--- config.mk ---
export PLATFORM = sky130hd
export DESIGN_NAME = erc_core
export DESIGN_NICKNAME = d
export VERILOG_FILES = /design/src/hw/erc_pkg.sv /design/src/hw/erc_core.sv
export SDC_FILE = /design/constraint.sdc
export NUM_CORES = 1
export LEC_CHECK = 0
export ABC_AREA = 0
export BUFFER_PORTS_ARGS = -buffer_cell sky130_fd_sc_hd__clkbuf_2
export CORE_MARGIN = 2
export CORE_UTILIZATION = 54
export DETAILED_ROUTE_END_ITERATION = 7
export PLACE_DENSITY = 0.89
export SLEW_MARGIN = 0
export SYNTH_ARGS = -nofsm -noshare
export SYNTH_HDL_FRONTEND = slang
export SYNTH_SLANG_ARGS = --single-unit
--- constraint.sdc ---
create_clock -name mclk -period 2.8 [get_ports mclk]
set_clock_uncertainty 0.05 [all_clocks]
set_input_delay 0.56 -clock mclk [delete_from_list [all_inputs] [get_ports mclk]]
set_output_delay 0.56 -clock mclk [all_outputs]
set_load 0.03 [all_outputs]
--- src/hw/erc_pkg.sv ---
// erc_pkg: shared types and constants for the encoder resolution configuration block
// assumes a single mclk domain; settings arrive from the drive parameter store
package erc_pkg;

    // encoder types
    typedef enum logic [3:0] {
        quadrature_type,
        freq_direction_type,
        forward_reverse_type,
        quadrature_commutation_type,
        freq_direction_commutation_type,
        forward_reverse_commutation_type,
        sine_cosine_type,
        sine_cosine_proto_a_type,
        sine_cosine_proto_b_type,
        sine_cosine_ssi_type,
        comms_only_proto_b_type,
        comms_only_ssi_type
    } erc_enc_e;

    localparam logic [18:0] LINES_MAX          = 19'h7a120;  // 500000
    localparam logic [18:0] LINES_RESET        = 19'h01000;  // 4096
    localparam logic [15:0] SC_POW2_MIN        = 16'h0002;
    localparam logic [15:0] SC_POW2_MAX        = 16'h8000;
    localparam logic [5:0]  COMMS_BITS_MAX     = 6'h20;      // 32
    localparam logic [5:0]  COMMS_BITS_RESET   = 6'h00;
    localparam logic [5:0]  LINEAR_PROTO_A_BITS = 6'h20;     // fixed 32
    localparam logic [3:0]  INTERP_NOMINAL     = 4'ha;
    localparam logic [3:0]  INTERP_MAX         = 4'hb;
    localparam logic [3:0]  INTERP_200K        = 4'h9;
    localparam logic [3:0]  INTERP_500K        = 4'h8;
    localparam logic [2:0]  FREQ_BAND_5K       = 3'h1;       // up to 5 kHz
    localparam logic [2:0]  FREQ_BAND_100K     = 3'h3;       // up to 100 kHz
    localparam logic [2:0]  FREQ_BAND_200K     = 3'h4;
    localparam logic [3:0]  SW_FREQ_6K         = 4'h6;
    localparam logic [3:0]  SW_FREQ_12K        = 4'hc;
    localparam logic [3:0]  SAMPLE_6K          = 4'h6;
    localparam logic [1:0]  SEL_LINEAR         = 2'h0;
    localparam int          QUAD_MAX_KHZ       = 500;        // encoder side limit

    // settings from the parameter store
    typedef struct packed {
        erc_enc_e    enc_type;
        logic [1:0]  rotary_linear_select;
        logic [18:0] equiv_lines_per_rev;
        logic [5:0]  single_turn_comms_bits;
        logic [7:0]  pole_count_map1;
        logic [7:0]  pole_count_map2;
        logic        motor_map2;
        logic [3:0]  switching_freq_report;
    } erc_cfg_s;

    // resolved configuration toward the control loop
    typedef struct packed {
        logic [18:0] equivalent_line_count;
        logic [18:0] lines_eff;
        logic        commutation_only;
        logic        marker_full_reset;
        logic [5:0]  comms_turn_bits;
        logic [5:0]  comms_total_bits;
        logic [4:0]  total_res_bits;
        logic [3:0]  interp_bits;
        logic [3:0]  current_sample_khz;
        logic        lines_ignored;
    } erc_out_s;

    // whole module state
    typedef struct packed {
        erc_cfg_s    cur;
        erc_out_s    res;
        logic        encoder_reinit_trip;
        logic        reinit_req;
        logic [1:0]  irq_status;
        logic [1:0]  irq_mask;
        logic        valid;
    } erc_state_s;

endpackage : erc_pkg

--- src/hw/erc_core.sv ---
// erc_core: resolves encoder line count and comms-bit settings, detects changes
// assumes background strobe from parameter scan on mclk, pins synchronised upstream
//
module erc_core (
    input  wire logic              mclk,
    input  wire logic              rstn,
    input  wire logic              bg_strobe,
    input  wire logic              drive_enabled,
    input  wire erc_pkg::erc_cfg_s cfg,
    input  wire logic [2:0]        sig_freq_band,
    input  wire logic              auto_cfg_done,
    input  wire logic [18:0]       auto_lines,
    input  wire logic              auto_config_enable,
    input  wire logic              trip_clear,
    input  wire logic              status_read,
    input  wire logic [1:0]        irq_mask_wr_data,
    input  wire logic              irq_mask_wr,
    output erc_pkg::erc_out_s      res,
    output logic [18:0]            lines_writeback,
    output logic                   lines_writeback_en,
    output logic                   encoder_reinit_trip,
    output logic                   reinit_req,
    output logic [1:0]             irq_status,
    output logic                   irq
);

    erc_pkg::erc_state_s st;
    erc_pkg::erc_state_s next_st;

    function automatic logic is_pow2(input logic [18:0] v);
        return (v != 19'h0) && ((v & (v - 19'h1)) == 19'h0);
    endfunction : is_pow2

    function automatic logic [18:0] force_pow2(input logic [18:0] v);
        logic [18:0] r;
        r = {3'h0, erc_pkg::SC_POW2_MIN};
        for (int i = 1; i < 16; i++) begin
            if (v >= (19'h1 << i)) begin
                r = 19'h1 << i;
            end
        end
        if (r > {3'h0, erc_pkg::SC_POW2_MAX}) begin
            r = {3'h0, erc_pkg::SC_POW2_MAX};
        end
        return r;
    endfunction : force_pow2

    function automatic logic [4:0] log2c(input logic [18:0] v);
        logic [4:0] r;
        r = 5'h0;
        for (int i = 0; i < 19; i++) begin
            if (v[i]) begin
                r = 5'(i);
            end
        end
        return r;
    endfunction : log2c

    function automatic logic is_sc(input erc_pkg::erc_enc_e t);
        return t inside {erc_pkg::sine_cosine_type, erc_pkg::sine_cosine_proto_a_type,
                         erc_pkg::sine_cosine_proto_b_type, erc_pkg::sine_cosine_ssi_type};
    endfunction : is_sc

    function automatic logic is_sc_comms(input erc_pkg::erc_enc_e t);
        return is_sc(t) && (t != erc_pkg::sine_cosine_type);
    endfunction : is_sc_comms

    function automatic logic is_servo(input erc_pkg::erc_enc_e t);
        return t inside {erc_pkg::quadrature_commutation_type,
                         erc_pkg::freq_direction_commutation_type,
                         erc_pkg::forward_reverse_commutation_type};
    endfunction : is_servo

    function automatic logic is_comms_only(input erc_pkg::erc_enc_e t);
        return t inside {erc_pkg::comms_only_proto_b_type, erc_pkg::comms_only_ssi_type};
    endfunction : is_comms_only

    logic [18:0] lines_in;
    logic [5:0]  bits_in;
    logic        linear;
    logic        lines_chg;
    logic        poles_chg;
    logic        take;
    logic [3:0]  interp;
    logic        do_auto;

    always_comb begin
        next_st = st;
        take    = bg_strobe && !drive_enabled;
        do_auto = auto_cfg_done && auto_config_enable;
        // settings clamp
        lines_in = (cfg.equiv_lines_per_rev > erc_pkg::LINES_MAX) ?
                   erc_pkg::LINES_MAX : cfg.equiv_lines_per_rev;
        bits_in  = (cfg.single_turn_comms_bits > erc_pkg::COMMS_BITS_MAX) ?
                   erc_pkg::COMMS_BITS_MAX : cfg.single_turn_comms_bits;
        linear   = (cfg.rotary_linear_select == erc_pkg::SEL_LINEAR);
        // auto-configuration fills line count
        if (do_auto && is_sc_comms(cfg.enc_type) &&
            cfg.enc_type != erc_pkg::sine_cosine_ssi_type) begin
            lines_in = auto_lines;
        end
        if (do_auto && is_comms_only(cfg.enc_type)) begin
            lines_in = 19'h0;
        end
        if (is_sc_comms(cfg.enc_type) && !linear) begin
            lines_in = force_pow2(lines_in);
        end
        lines_chg = take && st.valid && (lines_in != st.cur.equiv_lines_per_rev);
        poles_chg = take && st.valid &&
                    ((cfg.pole_count_map1 != st.cur.pole_count_map1) ||
                     (cfg.pole_count_map2 != st.cur.pole_count_map2) ||
                     (cfg.motor_map2 != st.cur.motor_map2));
        // interpolation at 1.2 V
        if (sig_freq_band <= erc_pkg::FREQ_BAND_5K) begin
            interp = erc_pkg::INTERP_MAX;
        end else if (sig_freq_band <= erc_pkg::FREQ_BAND_100K) begin
            interp = erc_pkg::INTERP_NOMINAL;
        end else if (sig_freq_band == erc_pkg::FREQ_BAND_200K) begin
            interp = erc_pkg::INTERP_200K;
        end else begin
            interp = erc_pkg::INTERP_500K;
        end
        // one-cycle reinit_req cleared by default; trip and status clear and mask loads only on request
        next_st.reinit_req = 1'b0;
        if (trip_clear) begin
            next_st.encoder_reinit_trip = 1'b0;
        end
        if (status_read) begin
            next_st.irq_status = 2'h0;
        end
        if (irq_mask_wr) begin
            next_st.irq_mask = irq_mask_wr_data;
        end
        if (take) begin
            next_st.valid = 1'b1;
            next_st.cur = cfg;
            next_st.cur.equiv_lines_per_rev = lines_in;
            next_st.cur.single_turn_comms_bits = bits_in;
            if (is_servo(cfg.enc_type) && (lines_chg || poles_chg)) begin
                next_st.reinit_req = 1'b1;
                next_st.irq_status[0] = 1'b1;
            end
            if (is_sc(cfg.enc_type) && lines_chg) begin
                next_st.encoder_reinit_trip = 1'b1;
                next_st.reinit_req = 1'b1;
                next_st.irq_status[1] = 1'b1;
            end
            // equivalent lines
            case (cfg.enc_type)
                erc_pkg::freq_direction_type, erc_pkg::forward_reverse_type,
                erc_pkg::freq_direction_commutation_type,
                erc_pkg::forward_reverse_commutation_type: begin
                    next_st.res.equivalent_line_count = lines_in >> 1;
                end
                default: begin
                    next_st.res.equivalent_line_count = lines_in;
                end
            endcase
            next_st.res.lines_ignored = is_comms_only(cfg.enc_type);
            next_st.res.lines_eff = is_comms_only(cfg.enc_type) ?
                                    19'h0 : next_st.res.equivalent_line_count;
            next_st.res.commutation_only = is_servo(cfg.enc_type) &&
                                           (lines_in == 19'h0);
            next_st.res.marker_full_reset = !is_sc_comms(cfg.enc_type) &&
                                            !is_comms_only(cfg.enc_type) &&
                                            (bits_in != 6'h0);
            next_st.res.comms_turn_bits = 6'h0;
            next_st.res.comms_total_bits = 6'h0;
            if (is_sc_comms(cfg.enc_type) && !linear) begin
                next_st.res.comms_turn_bits = bits_in;
            end
            if (is_sc_comms(cfg.enc_type) && linear) begin
                next_st.res.comms_total_bits =
                    (cfg.enc_type == erc_pkg::sine_cosine_proto_a_type) ?
                    erc_pkg::LINEAR_PROTO_A_BITS : bits_in;
            end
            next_st.res.current_sample_khz = cfg.switching_freq_report;
            if (linear && !is_pow2(lines_in) &&
                (cfg.switching_freq_report == erc_pkg::SW_FREQ_6K ||
                 cfg.switching_freq_report == erc_pkg::SW_FREQ_12K)) begin
                next_st.res.current_sample_khz = erc_pkg::SAMPLE_6K;
            end
        end
        next_st.res.interp_bits = is_sc(st.cur.enc_type) ? interp : 4'h0;
        next_st.res.total_res_bits = is_sc(st.cur.enc_type) ?
            5'(log2c(st.res.equivalent_line_count) + 5'(interp)) : 5'h0;
    end

    always_ff @(posedge mclk or negedge rstn) begin
        if (!rstn) begin
            st <= '0;
            st.cur.equiv_lines_per_rev <= erc_pkg::LINES_RESET;
            st.cur.single_turn_comms_bits <= erc_pkg::COMMS_BITS_RESET;
        end else begin
            st <= next_st;
        end
    end

    assign res                 = st.res;
    assign encoder_reinit_trip = st.encoder_reinit_trip;
    assign reinit_req          = st.reinit_req;
    assign irq_status          = st.irq_status;
    assign irq                 = |(st.irq_status & st.irq_mask);
    assign lines_writeback     = st.cur.equiv_lines_per_rev;
    assign lines_writeback_en  = st.valid;

    sc_trip_a: assert property (@(posedge mclk) disable iff (!rstn)
        (take && is_sc(cfg.enc_type) && lines_chg) |=> encoder_reinit_trip && reinit_req)
        else $error("line change did not trip");
    servo_reinit_a: assert property (@(posedge mclk) disable iff (!rstn)
        (take && is_servo(cfg.enc_type) && poles_chg) |=> reinit_req)
        else $error("pole change did not re-init");
    comm_only_a: assert property (@(posedge mclk) disable iff (!rstn)
        (take && is_servo(cfg.enc_type) && lines_in == 19'h0) |=> res.commutation_only)
        else $error("zero lines not commutation only");
    pow2_force_a: assert property (@(posedge mclk) disable iff (!rstn)
        (take && is_sc_comms(cfg.enc_type) && !linear) |=>
        is_pow2(lines_writeback) && lines_writeback <= 19'h08000)
        else $error("lines not power of two");
    sample_drop_a: assert property (@(posedge mclk) disable iff (!rstn)
        (take && linear && !is_pow2(lines_in) && cfg.switching_freq_report == 4'hc)
        |=> res.current_sample_khz == 4'h6)
        else $error("sample rate not reduced");
    lines_ignore_a: assert property (@(posedge mclk) disable iff (!rstn)
        (take && is_comms_only(cfg.enc_type)) |=> res.lines_eff == 19'h0)
        else $error("comms-only lines not ignored");
    marker_mode_a: assert property (@(posedge mclk) disable iff (!rstn)
        (take && cfg.enc_type == erc_pkg::quadrature_type) |=>
        res.marker_full_reset == (st.cur.single_turn_comms_bits != 6'h0))
        else $error("marker mode wrong");
    proto_a_bits_a: assert property (@(posedge mclk) disable iff (!rstn)
        (take && linear && cfg.enc_type == erc_pkg::sine_cosine_proto_a_type)
        |=> res.comms_total_bits == 6'h20)
        else $error("linear proto a not 32 bits");
    disabled_only_a: assert property (@(posedge mclk) disable iff (!rstn)
        drive_enabled |=> $stable(lines_writeback))
        else $error("setting changed while enabled");
    half_lines_a: assert property (@(posedge mclk) disable iff (!rstn)
        (take && cfg.enc_type == erc_pkg::freq_direction_type) |=>
        res.equivalent_line_count == (lines_writeback >> 1))
        else $error("equivalent lines not halved");
    auto_zero_a: assert property (@(posedge mclk) disable iff (!rstn)
        (take && do_auto && is_comms_only(cfg.enc_type)) |=> lines_writeback == 19'h0)
        else $error("comms-only auto-config did not zero lines");
    turn_bits_a: assert property (@(posedge mclk) disable iff (!rstn)
        (take && is_sc_comms(cfg.enc_type) && !linear) |=>
        res.comms_turn_bits == $past(bits_in))
        else $error("turn bits not taken");
    trip_status_a: assert property (@(posedge mclk) disable iff (!rstn)
        (take && is_sc(cfg.enc_type) && lines_chg) |=> irq_status[1])
        else $error("trip status not set");
    bits_clamp_a: assert property (@(posedge mclk) disable iff (!rstn)
        lines_writeback_en |-> st.cur.single_turn_comms_bits <= 6'h20)
        else $error("comms bits beyond range");
    interp_fast_a: assert property (@(posedge mclk) disable iff (!rstn)
        (sig_freq_band > 3'h4 && is_sc(st.cur.enc_type)) |=> res.interp_bits == 4'h8)
        else $error("interpolation not reduced");

endmodule : erc_core

# Yosys cells after proc, flatten, opt, wreduce, memory -nomap -nowiden
# Cells that the tools add are included.
# totals
elab_cells	162
regBits	113
input_bits	85
output_inout_bits	91
# op_classes
n_addsub	2
n_reduce_logical	39
order_cmp	19
n_eq_ne	24
n_mux	56
n_bitwise	2
# op_table
cell	n
2-to-1 mux 19 bit	21
2-to-1 mux 5 bit	18
logical NOT 19 bit	2
equality test 4 x 3 -> 1 bit (second input constant)	7
equality test 4 bit (second input constant)	7
2-to-1 mux 6 bit	4
bitwise AND 19 bit	1
greater-or-equal comparator 19 x 10 -> 1 bit (second input constant)	1
greater-or-equal comparator 19 x 11 -> 1 bit (second input constant)	1
greater-or-equal comparator 19 x 12 -> 1 bit (second input constant)	1
greater-or-equal comparator 19 x 13 -> 1 bit (second input constant)	1
greater-or-equal comparator 19 x 14 -> 1 bit (second input constant)	1
greater-or-equal comparator 19 x 15 -> 1 bit (second input constant)	1
greater-or-equal comparator 19 x 16 -> 1 bit (second input constant)	1
greater-or-equal comparator 19 x 3 -> 1 bit (second input constant)	1
greater-or-equal comparator 19 x 4 -> 1 bit (second input constant)	1
greater-or-equal comparator 19 x 5 -> 1 bit (second input constant)	1
greater-or-equal comparator 19 x 6 -> 1 bit (second input constant)	1
greater-or-equal comparator 19 x 7 -> 1 bit (second input constant)	1
greater-or-equal comparator 19 x 8 -> 1 bit (second input constant)	1
greater-or-equal comparator 19 x 9 -> 1 bit (second input constant)	1
> comparator 19 x 16 -> 1 bit (second input constant)	1
> comparator 19 bit (second input constant)	1
logical AND 1 bit	19
other kinds (28)	47

# Depth between registers and ports, before layout
# Gate-level depths: netlist (run 1).
# logic_depth
word_depth	34
mapped_depth	15
mapped_depth_nobuf	15

# Worst setup path before layout (run 1)
# OpenSTA, ideal clock, no wires.
# synth_path
path_kind	input -> register
from	input port cfg[48] (netlist name)
to	register st, in the netlist res[2]
stages	13
setup_time_ns	0.124
t_arrival_ns	3.548
path_slack_ns	-0.922
t_required_ns	2.626
path_buffers	2
cell_sequence	buf_6 or4b_1 buf_2 a21oi_4 mux2i_1 a21oi_4 o211ai_1 a211oi_4 a211oi_1 nor4bb_1 a2bb2oi_1 o2111ai_1 o31a_1
# synth_via
elab_chain_len	34
elab_cells_between_ends	58
cone_classes	1 x add/sub; 15 x order compare; 8 x eq/ne; 20 x mux; 1 x bitwise; 13 x reduce/logical
# synth_rtl
item	line_no	text
from (decl)	erc_core.sv:9	input wire erc_pkg::erc_cfg_s cfg,
equality test 4 x 3 -> 1 bit / equality test 4 bit (equally long branches)	erc_core.sv:60	return t inside {erc_pkg::sine_cosine_type, erc_pkg::sine_cosine_proto_a_type,
nonzero test 4 bit	erc_core.sv:60	
logical AND 1 bit	erc_core.sv:65	return is_sc(t) && (t != erc_pkg::sine_cosine_type);
logical AND 1 bit (2 in series)	erc_core.sv:98	if (do_auto && is_sc_comms(cfg.enc_type) &&
2-to-1 mux 19 bit	erc_core.sv:98	
2-to-1 mux 19 bit	erc_core.sv:102	if (do_auto && is_comms_only(cfg.enc_type)) begin
greater-or-equal comparator 19 x 3 -> 1 bit	erc_core.sv:38	if (v >= (19'h1 << i)) begin
2-to-1 mux 3 bit	erc_core.sv:38	
(+16 left out)	--	
2-to-1 mux 19 bit (*)	erc_core.sv:105	if (is_sc_comms(cfg.enc_type) && !linear) begin
subtractor 19 x 1 -> 19 bit	erc_core.sv:31	return (v != 19'h0) && ((v & (v - 19'h1)) == 19'h0);
bitwise AND 19 bit	erc_core.sv:31	
logical NOT 19 bit	erc_core.sv:31	
logical AND 1 bit (*)	erc_core.sv:31	
logical NOT 1 bit (*)	erc_core.sv:178	if (linear && !is_pow2(lines_in) &&
logical AND 1 bit (*) (2 in series)	erc_core.sv:178	
2-to-1 mux 4 bit (*)	erc_core.sv:178	
to (signal assigned)	erc_core.sv:195	st <= next_st;
to (decl)	erc_core.sv:27	erc_pkg::erc_state_s st;
# Mark *: on every way between the ends. The rest lies on a longest branch, timed or not. The select of a mux whose other input is x is not followed.
# A chain may end at the register's enable or synchronous reset.

==> results of run 1 <==
registers in the layout (all words and copies together) (netlist names):
register,count
lines_writeback,19
res,65
st,22
lines_writeback_en,1
encoder_reinit_trip,1
reinit_req,1
irq_status,2
worst max path at each step:
stage / end / slack (ns) / from / depth (start not counted)
2_1_floorplan: encoder_reinit_trip / -0.78 / cfg[48] / 13
3_3_place_gp: reinit_req / -1.05 / cfg[50] / 12
3_5_place_dp: encoder_reinit_trip / -1.16 / cfg[50] / 12
4_1_cts: reinit_req / -0.67 / cfg[50] / 13
5_1_grt: irq_status[1] / -0.93 / cfg[48] / 14
6_report: irq_status[0] / -0.79 / cfg[48] / 13
per-layer routing:
layer	track usage (%)	up-vias	wire, microns
li1	-	3267	-
met1	39.17	3258	8591
met2	47.18	297	9912
met3	3.620	53	1168
met4	9.789	0	580
met5	0	-	0
cell usage in the layout, fill, tap and decap left out, types with 18 or more instances in the layout:
cell type  instances
xnor2_1           26
clkbuf_2         172
nand2_1          201
o21ai_0           53
o21ai_1           18
buf_4            131
nor3_1            18
nor2_1            37
dfrtp_1          110
a21oi_1           20
timing repair:
item / 4_1_cts / 5_1_grt
pin swaps: 10 / 17
gates resized for setup: 33 / 40
setup endpoints to repair: 34 / 42
buffers inserted: 8 / 6
hold buffers: 0 / 0
layout make-up:
type                       count  area [sq um]
multi-input combinational    602          3742
clock inverter                 6         55.05
tap                          172         215.2
clock buffer                  10         239.0
inverter                      15         56.30
sequential                   111          2779
timing repair buffer         313          1974
fill                         952          3610
worst max-delay path, stage by stage:
cell and delay, ns:
buf_6 0.09, or4b_4 0.59, a211o_1 0.31, a222oi_1 0.33, o32a_1 0.29, buf_4 0.14
nand2_2 0.04, or4_4 0.44, o21a_1 0.21, xor2_1 0.20, nand2_2 0.13, nor4_4 0.31
o22ai_1 0.12
cell families (layout without fill, tap and decap cells):
kind of cell	count (synthesis)	count (layout)	share of synthesized area, %
flip-flops	111	111	39.37
buffers and inverters	140	344	12.36
adder cells (fa/ha/maj)	3	3	0.6381
XOR/XNOR	35	35	4.450
AND/OR/NAND/NOR	357	357	23.24
AO/OA/AOI/OAI	194	194	18.14
other	1	1	0.05313
multiplexers	12	12	1.755
per-stage QoR:
stage / setup slack [ns] / TNS, ns / cells / area (sq um)
3_5_place_dp: -1.162 / -29.54 / 1204 / 8431
2_1_floorplan: -0.7781 / -10.81 / 853 / 7157
5_1_grt: -0.9265 / -15.25 / 1229 / 9061
6_report: -0.7944 / -10.82 / 1229 / 9061
3_3_place_gp: -1.047 / -25.89 / 1204 / 8431
4_1_cts: -0.6718 / -8.577 / 1225 / 8880
power breakdown:
group          internal, mW  switching [mW]  total, mW
Clock                 0.650           0.623       1.27
Combinational         0.621            1.05       1.67
Sequential             1.81           0.186       1.99
==> flow_metrics.env, run 1 <==
export IMPL_status="finished, violations left"
export IMPL_violations="setup timing"
export IMPL_globalplace_congestion=0.9542
export IMPL_p_leak_nw=4.446
export IMPL_rows=41
export IMPL_path_clk_slew_ns=0.08
export IMPL_core_area_sq_mm=0.01267
export IMPL_die_area_sq_mm=0.01400
export IMPL_clock_latency_ns=0.35
export IMPL_total_power_mw=4.933
export IMPL_routed_wl_microns=20250
export IMPL_yosys_area_top_type="dfrtp_1"
export IMPL_boundaryPins=176
export IMPL_synth_edf_count=0
export IMPL_numPortBuffers=174
export IMPL_grt_remaining_overflow=0
export IMPL_fin_util_pct=71.51
export IMPL_synth_area_leaders="dfrtp_1 (39%), nand2_1 (11%), buf_4 (9.5%)"
export IMPL_via_per_inst=5.594
export IMPL_ys_ff_latch=111
export IMPL_netlist_instances=853
export IMPL_die_y_microns=118.3
export IMPL_synth_cell_types=82
export IMPL_area_growth_pct=28.38
export IMPL_synth_top_area_share_pct=39.00
export IMPL_min_period_over_period_pct=128.4
export IMPL_drt_initial_drc_count=607
export IMPL_start_kind="input pin"
export IMPL_required_ns=2.97
export IMPL_whs_ns=0.07384
export IMPL_setup_ws_ns=-0.7944
export IMPL_ctsLongestPathBuffers=2
export IMPL_hp_class="in -> async"
export IMPL_yosysMostFrequentCell="nand2_1"
export IMPL_grt_pass1_vias=6520
export IMPL_syn_area_sq_mm=0.007058
export IMPL_grt_max_degree=132
export IMPL_grtUsageTotal_pct=28.70
export IMPL_async_reset_ff_share_pct=100.0
export IMPL_avgRoutedWirePerCell_microns=16.48
export IMPL_final_setup_viol_count=26
export IMPL_vias=6875
export IMPL_die_w_microns=118.3
export IMPL_worstPathMaxFanout=6
export IMPL_syn_nets=941
export IMPL_dp_hpwl_microns=15270
export IMPL_cp_arrival_ns=3.76
export IMPL_slew_viol_final=0
export IMPL_r2r_start="res[48]"
export IMPL_period_needed_ns=3.594
export IMPL_rrSetupSlack_ns=0.22
export IMPL_timing_rr_end="res[13]"
export IMPL_cts_tree="done"
export IMPL_ir_drop_uv=375.3
export IMPL_antenna_found_initial=0
export IMPL_ys_seq_area_share_pct=39.37
export IMPL_worstSetupPathType="in -> reg"
export IMPL_hold_violations=0
export IMPL_syn_avg_cell_area_sq_um=8.274
export IMPL_ys_top_cells_by_count="nand2_1 (206), dfrtp_1 (110), buf_4 (89)"
export IMPL_ys_warn_count=0
export IMPL_first_pass_iters=5
export IMPL_max_freq_mhz=278.2
export IMPL_ff2ff_path_depth=14
export IMPL_initial_core_util_pct=55.70
export IMPL_worst_slew_pin_slew_ns=0.8536
export IMPL_cts_made_buffers=9
export IMPL_cts_htree_levels=3
export IMPL_root_buffer="clkbuf_16"
export IMPL_ant_nets=0
export IMPL_rsz0062_at_grt="true"
export IMPL_nets=1140
export IMPL_power_density_mw_per_mm2=544.4
export IMPL_drc=0
export IMPL_numClockSinks=111
export IMPL_max_slew_margin_pct=43.09
export IMPL_synth_top_flop_cell="dfrtp_1"
export IMPL_critPathCaptureType="flip-flop"
export IMPL_drive_gt1_share_pct=38.79
export IMPL_diodes=0
export IMPL_grt_pass1_wl_microns=32510
export IMPL_drv_cap=0
Power figures use the tool's default switching activity.
==> inputs of run 2 (changes only) <==
--- a/config.mk
+++ b/config.mk
@@ -9,6 +9,7 @@
 export BUFFER_PORTS_ARGS = -buffer_cell sky130_fd_sc_hd__clkbuf_2
 export CORE_MARGIN = 2
 export CORE_UTILIZATION = 54
+export CTS_BUF_LIST = sky130_fd_sc_hd__clkbuf_16
 export DETAILED_ROUTE_END_ITERATION = 7
 export PLACE_DENSITY = 0.89
 export SLEW_MARGIN = 0
==> constraint.sdc (replaced) <==
create_clock -name mclk -period 3.4 [get_ports mclk]
set_clock_uncertainty 0.05 [all_clocks]
set_input_delay 0.68 -clock mclk [delete_from_list [all_inputs] [get_ports mclk]]
set_output_delay 0.68 -clock mclk [all_outputs]
set_load 0.03 [all_outputs]
==> run 2 against run 1 <==
  * The run still ends with setup timing left
  * Sequential share of layout area increased by 0.74 points
  * Clock-buffer cell count decreased by 1
  * Cell area decreased by 2.3%
  * Register-to-register slack improved by 0.49 ns
  * Critical endpoint is now encoder_reinit_trip
==> flow_metrics.env, run 2 (synthesis results as in run 1) <==
export IMPL_total_power_mw=4.050
export IMPL_multi_input_area_sq_mm=0.003613
export IMPL_grt_pass1_vias=6764
export IMPL_routed_wl_microns=21130
export IMPL_clock_latency_ns=0.35
export IMPL_cts_made_buffers=9
export IMPL_drive_gt1_share_pct=35.20
export IMPL_violations="setup timing"
export IMPL_grt_remaining_overflow=0
export IMPL_status="finished, violations left"
export IMPL_final_area_sq_mm=0.008848
export IMPL_whs_ns=0.3125
export IMPL_grt_max_degree=99
export IMPL_cp_arrival_ns=3.78
export IMPL_via_per_inst=5.778
export IMPL_p_leak_nw=4.362
export IMPL_cp_slowest_cell="or4b_4"
export IMPL_setup_ws_ns=-0.2028
export IMPL_numPortBuffers=174
export IMPL_ctsLongestPathBuffers=2
export IMPL_die_y_microns=118.3
export IMPL_drt_initial_drc_count=716
export IMPL_slew_viol_final=0
export IMPL_worst_path_largest_cell_delay_ns=0.59
export IMPL_ir_drop_uv=270.0
export IMPL_avgRoutedWirePerCell_microns=17.28
export IMPL_area_growth_pct=25.37
export IMPL_rows=41
export IMPL_initial_core_util_pct=55.70
export IMPL_critPathCaptureType="flip-flop"
export IMPL_core_area_sq_mm=0.01267
export IMPL_hold_violations=0
export IMPL_placed_cell_area_sq_mm=0.008362
export IMPL_hp_class="in -> async"
export IMPL_ant_nets=0
export IMPL_power_density_mw_per_mm2=457.7
export IMPL_die_w_microns=118.3
export IMPL_rrSetupSlack_ns=0.71
export IMPL_final_common_cell="nand2_1"
export IMPL_globalplace_congestion=0.9529
export IMPL_register_area_sq_mm=0.002779
export IMPL_worstSetupPathType="in -> reg"
export IMPL_path_clk_slew_ns=0.07
export IMPL_rsz0062_at_grt="true"
export IMPL_hold_buffers=0
export IMPL_largest_reg_flops=65
export IMPL_antenna_found_initial=0
export IMPL_cts_tree="done"
export IMPL_cts_htree_levels=3
export IMPL_required_ns=3.58
export IMPL_fill_cells=994
export IMPL_max_slew_margin_pct=42.22
export IMPL_startpoint="cfg[48]"
export IMPL_dp_cells=1198
export IMPL_worst_slew_pin_slew_ns=0.8666
export IMPL_final_setup_viol_count=6
export IMPL_drc=0
export IMPL_root_buffer="clkbuf_16"
export IMPL_grt_pass1_wl_microns=33580
export IMPL_worstPathMaxFanout=6
export IMPL_diodes=0
export IMPL_dp_hpwl_microns=15840
export IMPL_start_kind="input pin"
export IMPL_die_area_sq_mm=0.01400
export IMPL_grtUsageTotal_pct=29.79
export IMPL_period_needed_ns=3.603
export IMPL_final_cell_mix="nand2_1 (205), clkbuf_2 (172), buf_4 (131)"
export IMPL_instances_no_fill=1223
export IMPL_min_period_over_period_pct=106.0
export IMPL_nets=1134
export IMPL_drv_cap=0
export IMPL_first_pass_iters=6
export IMPL_boundaryPins=176
export IMPL_max_freq_mhz=277.6
export IMPL_r2r_start="res[49]"
export IMPL_path_cells="buf_6, or4b_4, a211o_1, a222oi_1, o32a_1, nand2_1, or4_4, o21a_1, xor2_1, nand2_2, o31ai_4, o21ai_1"
export IMPL_numClockSinks=111
export IMPL_vias=7066
==> run 2: power breakdown <==
| group | leakage [nW] | internal, mW | switching (mW) | total (mW) |
|---|---|---|---|---|
| logic | 2.80 | 0.488 | 0.853 | 1.34 |
| registers | 1.42 | 1.49 | 0.153 | 1.64 |
| clock network | 0.148 | 0.575 | 0.495 | 1.07 |
==> run 2: routing by layer <==
metal,GRT usage (%),vias to the layer above,part of all wire [%]
met5,0,-,0
met4,13.33,0,3.9
met3,5.792,65,8.9
met2,48.23,381,47
met1,38.72,3352,40
li1,-,3268,-
==> run 2: final cells by class <==
type                       count  share of cell area, %
tap                          172                  2.432
sequential                   111                  31.41
clock inverter                 7                 0.8201
multi-input combinational    603                  40.84
inverter                      15                 0.6363
timing repair buffer         306                  21.32
clock buffer                   9                  2.545
==> run 2: final timing paths <==
path	cells after the start	end
worst min register to register	2	res[3]
worst max-delay path	12	encoder_reinit_trip
worst min-delay path	1	res[56]
worst max register to register	15	res[13]
min in group mclk	2	res[3]
max in group asynchronous	2	res[36]
==> run 2: critical path, delay by kind of cell <==
| family | cells | cell delay (ns) |
|---|---|---|
| AO/OA/AOI/OAI | 6 | 1.55 |
| XOR/XNOR | 1 | 0.20 |
| AND/OR/NAND/NOR | 4 | 1.26 |
| buffers and inverters | 1 | 0.09 |
==> run 2: metrics by stage <==
stage                     utilization [%]  worst slack [ns]  TNS [ns]
after floorplan                         -           -0.2985    -1.535
after global placement              65.99           -0.5966    -7.732
after detailed placement            65.99           -0.7101    -10.50
after CTS                           69.18           -0.1115   -0.5417
after global routing                69.83           -0.2702    -1.467
final                               69.83           -0.2028   -0.9666
==> run 2: repair_timing <==
item,4_1_cts,5_1_grt
cloned,1,0
pin swaps,15,6
resized for setup,9,17
buffers inserted,5,3
endpoints found under the setup margin,13,18
